$ cat src/rtl/phbg_map.svh
`ifndef PHBG_MAP_SVH
`define PHBG_MAP_SVH
// ==========================================================
// register map
`define PHBG_CTRL_ADDR      16'h843a
`define PHBG_CTRL_RESET     8'h01
`define PHBG_BIT_HBLANK_EN  0
`define PHBG_BIT_PROG_EN    2
`define PHBG_STEP_LSB       3
`define PHBG_STEP_MSB       6
// ==========================================================
// timing
`define PHBG_STEP_PIXELS    4
`define PHBG_MAX_STEPS      16
`define PHBG_PPL_BASE       704
`define PHBG_PPL_INCR       64
`define PHBG_DEFAULT_DELAY  4
`endif

$ cat src/rtl/phbg_pkg.sv
`default_nettype none
package phbg_pkg;
	typedef struct packed {
		logic [3:0] steps;
		logic       prog_en;
		logic       hblank_en;
	} phbg_ctrl_t;

	typedef enum logic [1:0] {
		PHBG_IDLE,
		PHBG_ADVANCE,
		PHBG_FLYBACK,
		PHBG_DELAY
	} phbg_state_t;
endpackage
`default_nettype wire

$ cat src/rtl/phbg_line_counter.sv
`timescale 1ns/1ps
`default_nettype none
// ==========================================================
// pixel counter restarted at every zero crossing
module phbg_line_counter (
	input  wire logic        clk,
	input  wire logic        rst_b,
	input  wire logic        restart,
	output logic      [11:0] count
);
	always_ff @(posedge clk or negedge rst_b) begin
		if (!rst_b) begin
			count <= 12'h000;
		end else if (restart) begin
			count <= 12'h001;
		end else if (count != 12'hfff) begin
			// saturate so a lost flyback never wraps into a false start
			count <= count + 12'h001;
		end
	end
endmodule
`default_nettype wire

$ cat src/rtl/phbg_top.sv
`timescale 1ns/1ps
`default_nettype none
`include "phbg_map.svh"
module phbg_top (
	input  wire logic        clk,
	input  wire logic        rst_b,
	input  wire logic        retrace_pulse_current,
	input  wire logic [2:0]  pixels_per_line_setting,
	input  wire logic        reg_wr,
	input  wire logic [15:0] reg_addr,
	input  wire logic [7:0]  reg_wdata,
	output logic      [7:0]  reg_rdata,
	output logic             hblank
);
	// ==========================================================
	// control register
	logic [7:0]             ctrl_q;
	phbg_pkg::phbg_ctrl_t   ctrl;
	logic                   sel;

	assign sel = (reg_addr == `PHBG_CTRL_ADDR);
	assign ctrl = '{
		steps:     ctrl_q[`PHBG_STEP_MSB:`PHBG_STEP_LSB],
		prog_en:   ctrl_q[`PHBG_BIT_PROG_EN],
		hblank_en: ctrl_q[`PHBG_BIT_HBLANK_EN]
	};

	always_ff @(posedge clk or negedge rst_b) begin
		if (!rst_b) begin
			ctrl_q <= `PHBG_CTRL_RESET;
		end else if (reg_wr && sel) begin
			ctrl_q <= reg_wdata;
		end
	end

	always_ff @(posedge clk or negedge rst_b) begin
		if (!rst_b) begin
			reg_rdata <= 8'h00;
		end else begin
			reg_rdata <= sel ? ctrl_q : 8'h00;
		end
	end

	// ==========================================================
	// flyback edges
	logic flyback_q;
	logic fb_rise;
	logic fb_fall;

	always_ff @(posedge clk or negedge rst_b) begin
		if (!rst_b) begin
			flyback_q <= 1'b0;
		end else begin
			flyback_q <= retrace_pulse_current;
		end
	end
	assign fb_rise = retrace_pulse_current && !flyback_q;
	assign fb_fall = !retrace_pulse_current && flyback_q;

	// ==========================================================
	// line length and advance point
	logic [11:0] count;
	logic [11:0] line_len;
	logic [11:0] advance;
	logic [11:0] start_at;
	logic        adv_on;

	phbg_line_counter u_cnt (
		.clk     (clk),
		.rst_b   (rst_b),
		.restart (fb_rise),
		.count   (count)
	);

	// line length: base plus 64 per setting step
	assign line_len = 12'(`PHBG_PPL_BASE)
		+ 12'(pixels_per_line_setting) * 12'(`PHBG_PPL_INCR);
	// field 0 means one step; 16 steps fill the 4-bit field
	assign advance = (12'(ctrl.steps) + 12'h001)
		* 12'(`PHBG_STEP_PIXELS);
	assign start_at = line_len - advance;
	assign adv_on = ctrl.hblank_en && ctrl.prog_en;

	// ==========================================================
	// blanking sequencer
	phbg_pkg::phbg_state_t state_q;
	logic [3:0]            dly_q;

	always_ff @(posedge clk or negedge rst_b) begin
		if (!rst_b) begin
			state_q <= phbg_pkg::PHBG_IDLE;
			dly_q   <= 4'h0;
		end else if (!ctrl.hblank_en) begin
			state_q <= phbg_pkg::PHBG_IDLE;
			dly_q   <= 4'h0;
		end else begin
			case (state_q)
			phbg_pkg::PHBG_IDLE: begin
				if (adv_on && count == start_at) begin
					state_q <= phbg_pkg::PHBG_ADVANCE;
				end else if (fb_rise && adv_on) begin
					state_q <= phbg_pkg::PHBG_FLYBACK;
				end else if (fb_rise) begin
					state_q <= phbg_pkg::PHBG_DELAY;
					dly_q   <= 4'(`PHBG_DEFAULT_DELAY);
				end
			end
			phbg_pkg::PHBG_ADVANCE: begin
				// start never moves after the crossing
				if (fb_rise) begin
					state_q <= phbg_pkg::PHBG_FLYBACK;
				end else if (!adv_on) begin
					// advance dropped mid-line: wait for the crossing
					state_q <= phbg_pkg::PHBG_IDLE;
				end
			end
			phbg_pkg::PHBG_DELAY: begin
				if (fb_fall) begin
					state_q <= phbg_pkg::PHBG_IDLE;
				end else if (dly_q == 4'h1) begin
					state_q <= phbg_pkg::PHBG_FLYBACK;
				end else begin
					dly_q <= dly_q - 4'h1;
				end
			end
			phbg_pkg::PHBG_FLYBACK: begin
				if (fb_fall) begin
					state_q <= phbg_pkg::PHBG_IDLE;
				end
			end
			default: state_q <= phbg_pkg::PHBG_IDLE;
			endcase
		end
	end

	always_ff @(posedge clk or negedge rst_b) begin
		if (!rst_b) begin
			hblank <= 1'b0;
		end else begin
			hblank <= ctrl.hblank_en &&
				(state_q == phbg_pkg::PHBG_ADVANCE ||
				 state_q == phbg_pkg::PHBG_FLYBACK);
		end
	end

	// ==========================================================
	// checks
	property p_reset_en;
		@(posedge clk) $rose(rst_b) |-> ctrl.hblank_en;
	endproperty
	a_reset_en: assert property (p_reset_en)
		else $error("blank enable not set after reset");

	property p_adv_start;
		@(posedge clk) disable iff (!rst_b)
		(state_q == phbg_pkg::PHBG_IDLE && adv_on && count == start_at
		 && !reg_wr) |-> ##2 hblank;
	endproperty
	a_adv_start: assert property (p_adv_start)
		else $error("advanced blank did not start");

	property p_need_both;
		@(posedge clk) disable iff (!rst_b)
		!adv_on |=> state_q != phbg_pkg::PHBG_ADVANCE;
	endproperty
	a_need_both: assert property (p_need_both)
		else $error("advance active without both enables");

	property p_end_fall;
		@(posedge clk) disable iff (!rst_b)
		(fb_fall && state_q == phbg_pkg::PHBG_FLYBACK) |-> ##2 !hblank;
	endproperty
	a_end_fall: assert property (p_end_fall)
		else $error("blank did not end with flyback");

	property p_disabled;
		@(posedge clk) disable iff (!rst_b)
		!ctrl.hblank_en |=> !hblank;
	endproperty
	a_disabled: assert property (p_disabled)
		else $error("blank while disabled");

	property p_step_field;
		@(posedge clk) disable iff (!rst_b)
		(reg_wr && sel) |=> ctrl.steps == $past(reg_wdata[6:3]);
	endproperty
	a_step_field: assert property (p_step_field)
		else $error("step field not taken from bits 6:3");

	property p_adv_range;
		@(posedge clk) disable iff (!rst_b)
		advance >= 12'h004 && advance <= 12'h040;
	endproperty
	a_adv_range: assert property (p_adv_range)
		else $error("advance out of range");

	property p_default_delay;
		@(posedge clk) disable iff (!rst_b)
		(state_q == phbg_pkg::PHBG_IDLE && fb_rise && !adv_on
		 && ctrl.hblank_en && !reg_wr && count != start_at)
		|=> state_q == phbg_pkg::PHBG_DELAY;
	endproperty
	a_default_delay: assert property (p_default_delay)
		else $error("fixed delay not used");

	c_adv: cover property (@(posedge clk)
		state_q == phbg_pkg::PHBG_ADVANCE ##[1:200] fb_rise);
	c_dly: cover property (@(posedge clk)
		state_q == phbg_pkg::PHBG_DELAY ##[1:8]
		state_q == phbg_pkg::PHBG_FLYBACK);
	c_end: cover property (@(posedge clk) $fell(hblank));
	c_max: cover property (@(posedge clk)
		state_q == phbg_pkg::PHBG_ADVANCE && ctrl.steps == 4'hf);
endmodule
`default_nettype wire

$ cat config.mk
export PLATFORM = sky130hd
export DESIGN_NAME = phbg_top
export DESIGN_NICKNAME = d
export VERILOG_FILES = /design/src/rtl/phbg_pkg.sv /design/src/rtl/phbg_line_counter.sv /design/src/rtl/phbg_top.sv
export VERILOG_INCLUDE_DIRS = /design/src /design/src/rtl
export SDC_FILE = /design/constraint.sdc
export NUM_CORES = 1
export LEC_CHECK = 0
export BUFFER_PORTS_ARGS = -buffer_cell sky130_fd_sc_hd__clkbuf_2
export CORE_MARGIN = 8
export CORE_UTILIZATION = 50
export CTS_CLUSTER_SIZE = 24
export DETAILED_ROUTE_END_ITERATION = 7
export PLACE_DENSITY = 0.85
export SYNTH_ARGS = -nofsm -noshare
export SYNTH_HDL_FRONTEND = slang
export SYNTH_SLANG_ARGS = --single-unit
$ cat constraint.sdc
create_clock -name clk -period 2.3 [get_ports clk]
set_input_delay 0.345 -clock clk [delete_from_list [all_inputs] [get_ports clk]]
set_output_delay 0.345 -clock clk [all_outputs]
set_load 0.005 [all_outputs]
### After elaboration in Yosys (flattened, before gate mapping)

Index checks and enable logic that the tools add are counted.

| cells by class | value |
|---|---|
| add/sub/neg operators | 5 |
| muxes and demuxes | 20 |
| eq/ne operators | 17 |
| reductions and logical operators | 14 |

Operators with widths:

| operator | number |
|---|---|
| $mux W12 | 2 |
| $mux W4 | 6 |
| $mux W2 | 9 |
| $ne A3 B3 Y1 const B | 6 |
| $eq A16 B16 Y1 const B | 1 |
| $add A12 B1 Y12 const B | 1 |
| $eq A12 B12 Y1 | 1 |
| $ne A12 B12 Y1 const B | 1 |
| $sub A11 B7 Y12 | 1 |
| $add A10 B9 Y11 const A | 1 |
| $mux W8 | 1 |
| $ne A4 B4 Y1 const B | 2 |
| $pmux W2 S4 | 1 |
| $pmux W4 S2 | 1 |
| $logic_and A1 B1 Y1 | 7 |
| $reduce_and A6 Y1 | 1 |
| $add A4 B1 Y5 const B | 1 |
| $ne A5 B5 Y1 const B | 1 |
| $eq A2 B2 Y1 const B | 2 |
| $eq A4 B1 Y1 const B | 1 |
| $reduce_and A4 Y1 | 1 |
| $sub A4 B1 Y4 const B | 1 |
| $ne A3 B1 Y1 const B | 1 |
| $eq A2 B1 Y1 const B | 1 |
| 4 further kinds | 5 |

| storage, ports and cells | value |
|---|---|
| output and inout port bits | 9 |
| flip-flop bits (word level) | 36 |
| word-level logic and storage cells | 63 |

### Depth between registers and ports, before layout

Gate-level depths: netlist (run 1).

| logic depth | value |
|---|---|
| word-level depth | 7 |
| depth in mapped cells | 13 |

### Cells and area by module

From an unflattened synthesis (run 1), not the netlist that was laid out.

| second synthesis, totals | value |
|---|---|
| cell total of the unflattened synthesis | 215 |
| area total of the unflattened synthesis | 2,154.6 um^2 |

Modules (own cells, without submodules):

| module | times used | area each (um^2) | cells an instance |
|---|---|---|---|
| phbg_top | 1 | 1,503.9 | 150 |
| phbg_line_counter | 1 | 650.6 | 65 |

### Worst setup path before layout (run 1)

Ideal clock, no wire load.

| timing path | value |
|---|---|
| path type | reg2reg |
| start point | reg ctrl_q[3] |
| end point | reg state_q[1] |
| arrival time | 2.344 ns |
| setup time | 0.126 ns |
| setup slack | -0.170 ns |
| cell stages (with the launch flop) | 14 |
| clock period less this slack | 2.470 ns |
| cell sequence | dfrtp_1 > ha_1 > buf_2 > and3_1 > ha_1 > inv_1 > ha_1 > xor2_1 > nor3_1 > o211ai_1 > o311ai_2 > nand4_2 > o21ai_0 > o22ai_1 |

| between the ends | value |
|---|---|
| word-level cells in the longest chain between the ends | 7 |
| elaborated cells on any way between the ends | 9 |
| those cells by class | 2 x add/sub; 2 x eq/ne; 3 x mux; 2 x reduce/logical |

Ends and longest elaborated chain:

| what | RTL line | text |
|---|---|---|
| start: declaration | phbg_top.sv:17 | `logic [7:0] ctrl_q;` |
| start signal: assignment | phbg_top.sv:30 | `` ctrl_q <= `PHBG_CTRL_RESET; `` |
| start signal: assignment | phbg_top.sv:32 | `ctrl_q <= reg_wdata;` |
| $add A4 B1 Y5 * | phbg_top.sv:79 | `assign advance = (12'(ctrl.steps) + 12'h001)` |
| $sub A11 B7 Y12 * | phbg_top.sv:81 | `assign start_at = line_len - advance;` |
| $eq A12 B12 Y1 * | phbg_top.sv:99 | `if (adv_on && count == start_at) begin` |
| $logic_and A1 B1 Y1 * | phbg_top.sv:99 |  |
| $mux W2 | phbg_top.sv:99 |  |
| $pmux W2 S4 | phbg_top.sv:97 | `case (state_q)` |
| $mux W2 | phbg_top.sv:93 | `end else if (!ctrl.hblank_en) begin` |
| end signal: assignment | phbg_top.sv:94 | `state_q <= phbg_pkg::PHBG_IDLE;` |
| end signal: assignment | phbg_top.sv:100 | `state_q <= phbg_pkg::PHBG_ADVANCE;` |
| end signal: assignment | phbg_top.sv:102 | `state_q <= phbg_pkg::PHBG_FLYBACK;` |
| end: declaration | phbg_top.sv:86 | `phbg_pkg::phbg_state_t state_q;` |

Every way passes the cells marked *; elsewhere a longest branch is shown, timed or not.
A chain may end at the register's enable or synchronous reset.

### Worst setup path in the final report (run 1)

| timing path | value |
|---|---|
| start point | reg ctrl_q[4] |
| end point | reg state_q[1] |

Same word-level chain as after synthesis.

==> results of run 1 <==
-- registers in the layout (all words and copies together) (netlist names) --
| name | flops |
|---|---|
| ctrl_q | 8 |
| dly_q | 4 |
| flyback_q | 1 |
| hblank | 1 |
| reg_rdata | 8 |
| state_q | 2 |
| u_cnt.count | 12 |
-- what timing repair did --
action | CTS | global route
hold buffers | 0 | 0
resized for setup | 0 | 4
endpoints found under the setup margin | 2 | 3
pin swaps | 2 | 1
hold endpoints to repair | 0 | 0
-- per-stage QoR --
step / setup TNS [ns] / hold WS [ns] / cells / utilization, %
6_report: 0 / 0.171 / 326 / 62.1
2_1_floorplan: -0.0316 / 0.0494 / 225 / -
3_5_place_dp: -0.0181 / 0.469 / 318 / 59.3
3_3_place_gp: 0 / 0.453 / 318 / 59.3
5_1_grt: -0.0391 / 0.233 / 326 / 62.1
4_1_cts: 0 / 0.201 / 326 / 61.8
-- worst max-delay path, stage by stage, from the launching register on --
cell and delay, ns:
dfrtp_1 0.38, ha_2 0.19, and3_4 0.15, ha_4 0.15, inv_2 0.06, ha_4 0.21
xor2_2 0.17, nor3_2 0.13, o211ai_1 0.13, o311ai_2 0.11, nand4_2 0.17, o21bai_2 0.17
o22ai_1 0.10
-- power by group through the flow --
stage / Clock (mW) / Sequential, mW / Combinational, mW
global placement: 0 / 0.704 / 0.161
detailed placement: 0 / 0.705 / 0.169
CTS: 0.564 / 0.693 / 0.170
finish: 0.561 / 0.693 / 0.170
floorplan: 0 / 0.697 / 0.107
global route: 0.596 / 0.697 / 0.191
-- synthesized netlist by cell type, drive strengths merged, types with 2 or more instances --
cell,instances
a211oi,2
a21boi,2
a21oi,7
and2,11
and2b,2
and3,4
buf,5
dfrtp,35
ha,11
inv,15
mux2,8
mux2i,3
nand2,21
nand2b,3
nand3,4
nand4,5
nand4b,2
nor2,12
nor2b,4
nor3,9
nor3b,2
nor4b,2
o2111ai,2
o211ai,3
o21ai,8
o221a,2
o31ai,2
or3b,2
xnor2,8
xor2,7
-- area by class of cell --
cell class	count	area, um2	area share (%)
Multi-Input combinational cell	168	1300	48.3
Sequential cell	36	902	33.6
Inverter	15	56.3	2.10
Tap cell	52	65.1	2.42
Clock buffer	5	68.8	2.56
Clock inverter	3	42.5	1.58
Timing Repair Buffer	47	255	9.50
-- kinds of logic (layout without fill, tap and decap cells) --
kind of cell | Yosys count | in the layout | synth area share [%]
multiplexers | 11 | 11 | 5.36
AND/OR/NAND/NOR | 93 | 93 | 24.8
flip-flops | 36 | 36 | 40.2
AO/OA/AOI/OAI | 38 | 38 | 13.3
XOR/XNOR | 15 | 15 | 5.86
buffers and inverters | 21 | 70 | 4.30
adder cells (fa/ha/maj) | 11 | 11 | 6.14
-- path summary, 6_finish.rpt --
| check | slack, ns | end | depth (start not counted) |
|---|---|---|---|
| min reg2reg | 0.49 | reg_rdata[1] | 1 |
| min | 0.17 | u_cnt.count[1] | 1 |
| min in group clk | 0.24 | flyback_q | 1 |
| max reg2reg | 0.08 | state_q[1] | 12 |
| max | 0.08 | state_q[1] | 12 |
| max in group asynchronous | 1.56 | reg_rdata[5] | 1 |
-- metal layers --
metal	GRT usage, %	vias to the layer above	share of wire [%]
met4	6.39	0	1.7
met5	0	-	0
li1	-	899	-
met2	25.5	37	51
met1	17.3	895	43
met3	3.42	11	3.5
==> reports/results.ini, run 1 <==
[run_status]
status=complete, no violations

[floorplan]
die_h_um=83.0
rows=24
start_util_pct=51.9
core_area_um2=4320
ioPinCount=40
die_x_um=83.0
dieArea_um2=6880

[routing]
drt_drc_violations_left=0
drt_iter0_drc=164
vias=1842
ant_nets=0
wl_per_cell_um=15.5
finalWirelength_um=5060
dr.pass1.iters=4
routed_via_density=5.65

[critical_path]
cp-start-kind=flip-flop
arrival_ns=2.40
r2r_start=ctrl_q[4]
cp.required_ns=2.48
cp_max_fo=3
worstSetupStartpoint=ctrl_q[4]
endpoint_kind=flip-flop
critPathKind=flip-flop to flip-flop

[logic_synthesis]
synth_edf_count=0
synth.avg_cell_area_um2=9.97
synthArstFlopShare_pct=100
synth-main-ff-cell=dfrtp_1
syn_inst=225
syn-cell-area_um2=2240
ys_warn_count=0
netlist.area_leader.share_pct=39.1
synth-seq-cells=36
syn_nets=267
ys_top_cells_by_area=dfrtp_1 39%, ha_1 6.1%, mux2_2 4.0%
ys_seq_area_share_pct=40.2
yosys.area.top_type=dfrtp_1
ys_types=62

[cts]
cts_buffers=5
cts.htree.levels=2
postCtsSetupBuffers=0
cts.clk_slew.worst_paths_ns=0.08
clock_latency_ns=0.29
clockBufferDepth=2
cts_tree=done
cts-root-buf=clkbuf_8
numClockSinks=36

[global_route]
grt_overflow_total=0
grt_pass1_wl_um=8640
grt_usage_pct=14.9
antenna_found_initial=0
grt_pass1_vias=1881
grt_max_degree=37

[sta]
hold_viol_final=0
worstMarginPinSlew_ns=0.905
setup_slack_ns=0.0769
post-route-period-util_pct=96.7
maxSlewViolCount=0
relSlewSlack_pct=39.7
rsz0062_at_grt=true
min_period_ns=2.22
fmax_mhz=450
finalSetupViolCount=0
clock_skew_ns=0.00839

[power_and_ir_drop]
ir_worst_vdd_mv=0.402
power_density_nw_per_um2=530
p_leak_nw=1.31
clkPwrFrac_pct=39.4
p_total_mw=1.42
p_seq_share_pct=48.7
power.share.combinational_pct=11.9
p_int_mw=1.06
p_switching_mw=0.361
swShare_pct=25.3

[cells_and_area]
nets=315
final_cell_mix=39 x clkbuf_2, 35 x dfrtp_1, 20 x nand2_1
antenna_cells=0
fillers=355
finalInstanceArea_um2=2690
syn2layout_area_growth_pct=19.8
layout_commonest_cell=clkbuf_2
drive_gt1_share_pct=31.8

[placement]
dpl.hpwl_um=3770
place_ws_ns=-0.0181
io_buffers=39
gp_congestion=0.854
postPlaceCellArea_um2=2560

[hold_path]
min_path_type=primary input to async pin

[run]
maxCapViolCount=0

Power figures use the tool's default switching activity.
==> inputs of run 2 (changes only) <==
ABC_AREA = 1   (was unset)
PLACE_DENSITY = 0.86   (was 0.85)
==> run 2 against run 1 <==
Against the previous run: the flow now finishes with violations (negative setup slack); setup slack worse by 0.14 ns; synthesized cell count is 27% higher; global-route usage is 0.98 points higher; largest power group unchanged; core utilization is 0.36 points lower; first-iteration DRC count is 36% lower; clock skew is 0.0037 ns lower.
==> reports/results.ini, run 2 <==
[run_status]
status=finished with violations
violations=negative setup slack

[power_and_ir_drop]
p_seq_share_pct=41.4  ; -7.3 points
power.share.combinational_pct=30.5  ; +19 points
p_total_mw=1.95  ; +37%
ir_worst_vdd_mv=0.635  ; +58%
p_int_mw=1.28  ; +20%
power_density_nw_per_um2=742  ; +40%
swShare_pct=34.4  ; +9.1 points
p_leak_nw=1.44  ; +9.8%
clkPwrFrac_pct=28.2  ; -11 points
p_switching_mw=0.672  ; +86%

[floorplan]
start_util_pct=51.1  ; -0.71 points
die_h_um=82.0  ; -1.1%
rows=24  ; unchanged
ioPinCount=40  ; unchanged
core_area_um2=4260  ; -1.4%
die_x_um=82.0  ; -1.1%
dieArea_um2=6730  ; -2.2%

[cells_and_area]
top_regs=u_cnt.count x12, ctrl_q x8, reg_rdata x8
final_util_pct=61.8  ; -0.36 points
finalInstanceArea_um2=2630  ; -2.0%
nets=380  ; +21%
syn2layout_area_growth_pct=20.8
antenna_cells=0  ; unchanged
top_register=u_cnt.count
stdcell_count=391  ; +20%
largest_reg_flops=12  ; unchanged
drive_gt1_share_pct=24.8  ; -7.0 points
layout_commonest_cell=nand2_1
final_cell_mix=69 x nand2_1, 43 x inv_1, 39 x clkbuf_2

[logic_synthesis]
synth-seq-cells=36  ; unchanged
syn_nets=328  ; +23%
synth.avg_cell_area_um2=7.63  ; -23%
netlist.area_leader.share_pct=40.2  ; +1.1 points
ys_warn_count=0  ; unchanged
ys_seq_area_share_pct=41.4  ; +1.1 points
synthArstFlopShare_pct=100  ; unchanged
netlist_top_cells_count=72 x nand2_1, 45 x inv_1, 35 x dfrtp_1, 22 x nor2_1, 21 x o21ai_0
ys_top_cells_by_area=dfrtp_1 40%, nand2_1 12%, inv_1 7.7%
ys_types=33  ; -47%
synth_most_common_cell=nand2_1
synth_edf_count=0  ; unchanged
syn_inst=286  ; +27%
syn-cell-area_um2=2180  ; -2.7%
yosys.area.top_type=dfrtp_1
synth-main-ff-cell=dfrtp_1

[placement]
dpl.hpwl_um=3870  ; +2.8%
postPlaceCellArea_um2=2470  ; -3.4%
place_ws_ns=-0.0502  ; -0.0320 ns
gp_congestion=0.848  ; -0.73%
io_buffers=39  ; unchanged
dp_cells=381  ; +20%

[global_route]
grt_max_degree=37  ; unchanged
grt_most_used_layer=met2
use_met1_pct=18.3  ; +1.1 points
grt_overflow_total=0  ; unchanged
grt_pass1_vias=1975  ; +5.0%
grt_usage_pct=15.9  ; +0.98 points
met3_usage_pct=3.94  ; +0.52 points
antenna_found_initial=0  ; unchanged
grt_util_met2_pct=28.5  ; +3.0 points
grt_pass1_wl_um=8440  ; -2.3%

[sta]
rsz0062_at_grt=true
finalSetupTns_ns=-0.209  ; -0.209 ns
hold_viol_final=0  ; unchanged
worstMarginPinSlew_ns=0.929  ; +0.0239 ns
fmax_mhz=424  ; -5.8%
finalSetupViolCount=6  ; +6
relSlewSlack_pct=38.1  ; -1.6 points
setup_slack_ns=-0.0610  ; -0.138 ns
post-route-period-util_pct=103  ; +6.0 points
clock_skew_ns=0.00469  ; -0.00369 ns
min_period_ns=2.36  ; +0.138 ns
maxSlewViolCount=0  ; unchanged
holdWs_ns=0.189  ; +0.0178 ns

[critical_path]
crit_end=state_q[0]
critPathTopFamily=simple AND/OR/NAND/NOR gates
critPathKind=flip-flop to flip-flop
crit_chain=ha_2 -> nand2_2 -> nor2_2 -> ha_2 -> inv_2 -> ha_4 -> nand2_2 -> inv_2 -> nand4_1 -> nand3_1 -> nand3_1 -> nor2_1 -> nand2_1 -> nand2_1 -> nand2_1 -> nand2_2 -> nand2_2 -> nand2_1 -> nand2_1
path_depth=19  ; +7
r2r_setup_slack_ns=-0.06  ; -0.14 ns
cpMostUsedCell=nand2_1
cp_max_fo=3  ; unchanged
slowest_stage=dfrtp_1
worst_r2r_path_depth=19  ; +7
path_buf_inv=2  ; +1
r2r_start=ctrl_q[4]
cp.required_ns=2.48  ; about the same
endpoint_kind=flip-flop
reg2reg_to=state_q[0]
cp-start-kind=flip-flop
worstSetupStartpoint=ctrl_q[4]
critPathMaxStageDelay_ns=0.36  ; -0.02 ns
arrival_ns=2.54  ; +0.14 ns

[routing]
ant_nets=0  ; unchanged
drt_drc_violations_left=0  ; unchanged
vias=2002  ; +8.7%
routed_via_density=5.12  ; -9.4%
dr.pass1.iters=4  ; unchanged
wl_per_cell_um=12.7  ; -18%
finalWirelength_um=4970  ; -1.7%
drt_iter0_drc=105  ; -36%

[run]
maxCapViolCount=0  ; unchanged

[cts]
numClockSinks=36  ; unchanged
cts_tree=done
cts-root-buf=clkbuf_8
clockBufferDepth=2  ; unchanged
cts_buffers=5  ; unchanged
cts.clk_slew.worst_paths_ns=0.07  ; about the same
cts.htree.levels=2  ; unchanged
ctsHoldBuffers=0  ; unchanged
clock_latency_ns=0.29  ; about the same

[hold_path]
min_path_type=primary input to async pin

-- run 2: cell types whose count changed after synthesis, sizes merged, moves of 4 or more --
| cell | before | now |
|---|---|---|
| nor2b | 4 | 0 |
| nand2 | 21 | 79 |
| mux2 | 8 | 0 |
| xnor2 | 8 | 2 |
| and2 | 11 | 0 |
| nand3 | 4 | 19 |
| o21ai | 8 | 27 |
| inv | 15 | 46 |
| nor2 | 12 | 24 |
| and3 | 4 | 0 |
-- run 2: worst reg2reg max path, cell delays in order (launching register included) --
cell,delay [ns]
dfrtp_1,0.36
ha_2,0.19
nand2_2,0.07
nor2_2,0.11
ha_2,0.17
inv_2,0.04
ha_4,0.28
nand2_2,0.06
inv_2,0.05
nand4_1,0.13
nand3_1,0.12
nand3_1,0.07
nor2_1,0.10
nand2_1,0.10
nand2_1,0.09
nand2_1,0.07
nand2_2,0.07
nand2_2,0.05
nand2_1,0.07
nand2_1,0.05
-- run 2: worst min-delay path by stage --
stage | slack [ns] | from | to | cells after the start
after floorplan | 0.05 | rst_b | ctrl_q[1] | 0
after global placement | 0.48 | ctrl_q[7] | reg_rdata[7] | 2
after detailed placement | 0.49 | ctrl_q[7] | reg_rdata[7] | 2
after CTS | 0.19 | retrace_pulse_current | flyback_q | 1
after global routing | 0.19 | retrace_pulse_current | flyback_q | 1
final | 0.19 | rst_b | dly_q[1] | 1
-- run 2: area by class of cell --
class                           count  area, um2
Fill cell                         361       1630
Multi-Input combinational cell    201       1120
Sequential cell                    36        902
Timing Repair Buffer               48        263
Inverter                           46        173
Clock buffer                        5       68.8
Tap cell                           52       65.1
Clock inverter                      3       42.5
-- run 2: repair_timing --
action                     in CTS  in global routing
setup endpoints to repair       6                  6
resized for setup               2                  7
setup buffers                   1                  1
pin swaps                       0                 13
gates cloned                    0                  0
-- run 2: routing by layer --
layer	part of all wire [%]	vias to the layer above
li1	-	1024
met1	43	945
met2	53	31
met3	3.8	2
met4	0.28	0
met5	0	-
-- run 2: power by group through the flow --
stage,sequential (mW),combinational (mW),clock [mW]
after floorplan,0.796,0.438,0
after global placement,0.814,0.549,0
after detailed placement,0.815,0.589,0
after CTS,0.805,0.594,0.566
after global routing,0.819,0.697,0.590
final,0.808,0.595,0.550
-- run 2: cells by family after synthesis --
kind of cell / count (synthesis) / synth area share (%)
adders and majority gates: 11 / 6.31
xor gates and xnor gates: 6 / 2.41
DFF: 36 / 41.4
AOI/OAI and AO/OA: 41 / 10.4
and+or+nand+nor: 143 / 30.6
buffers and inverters: 49 / 8.89
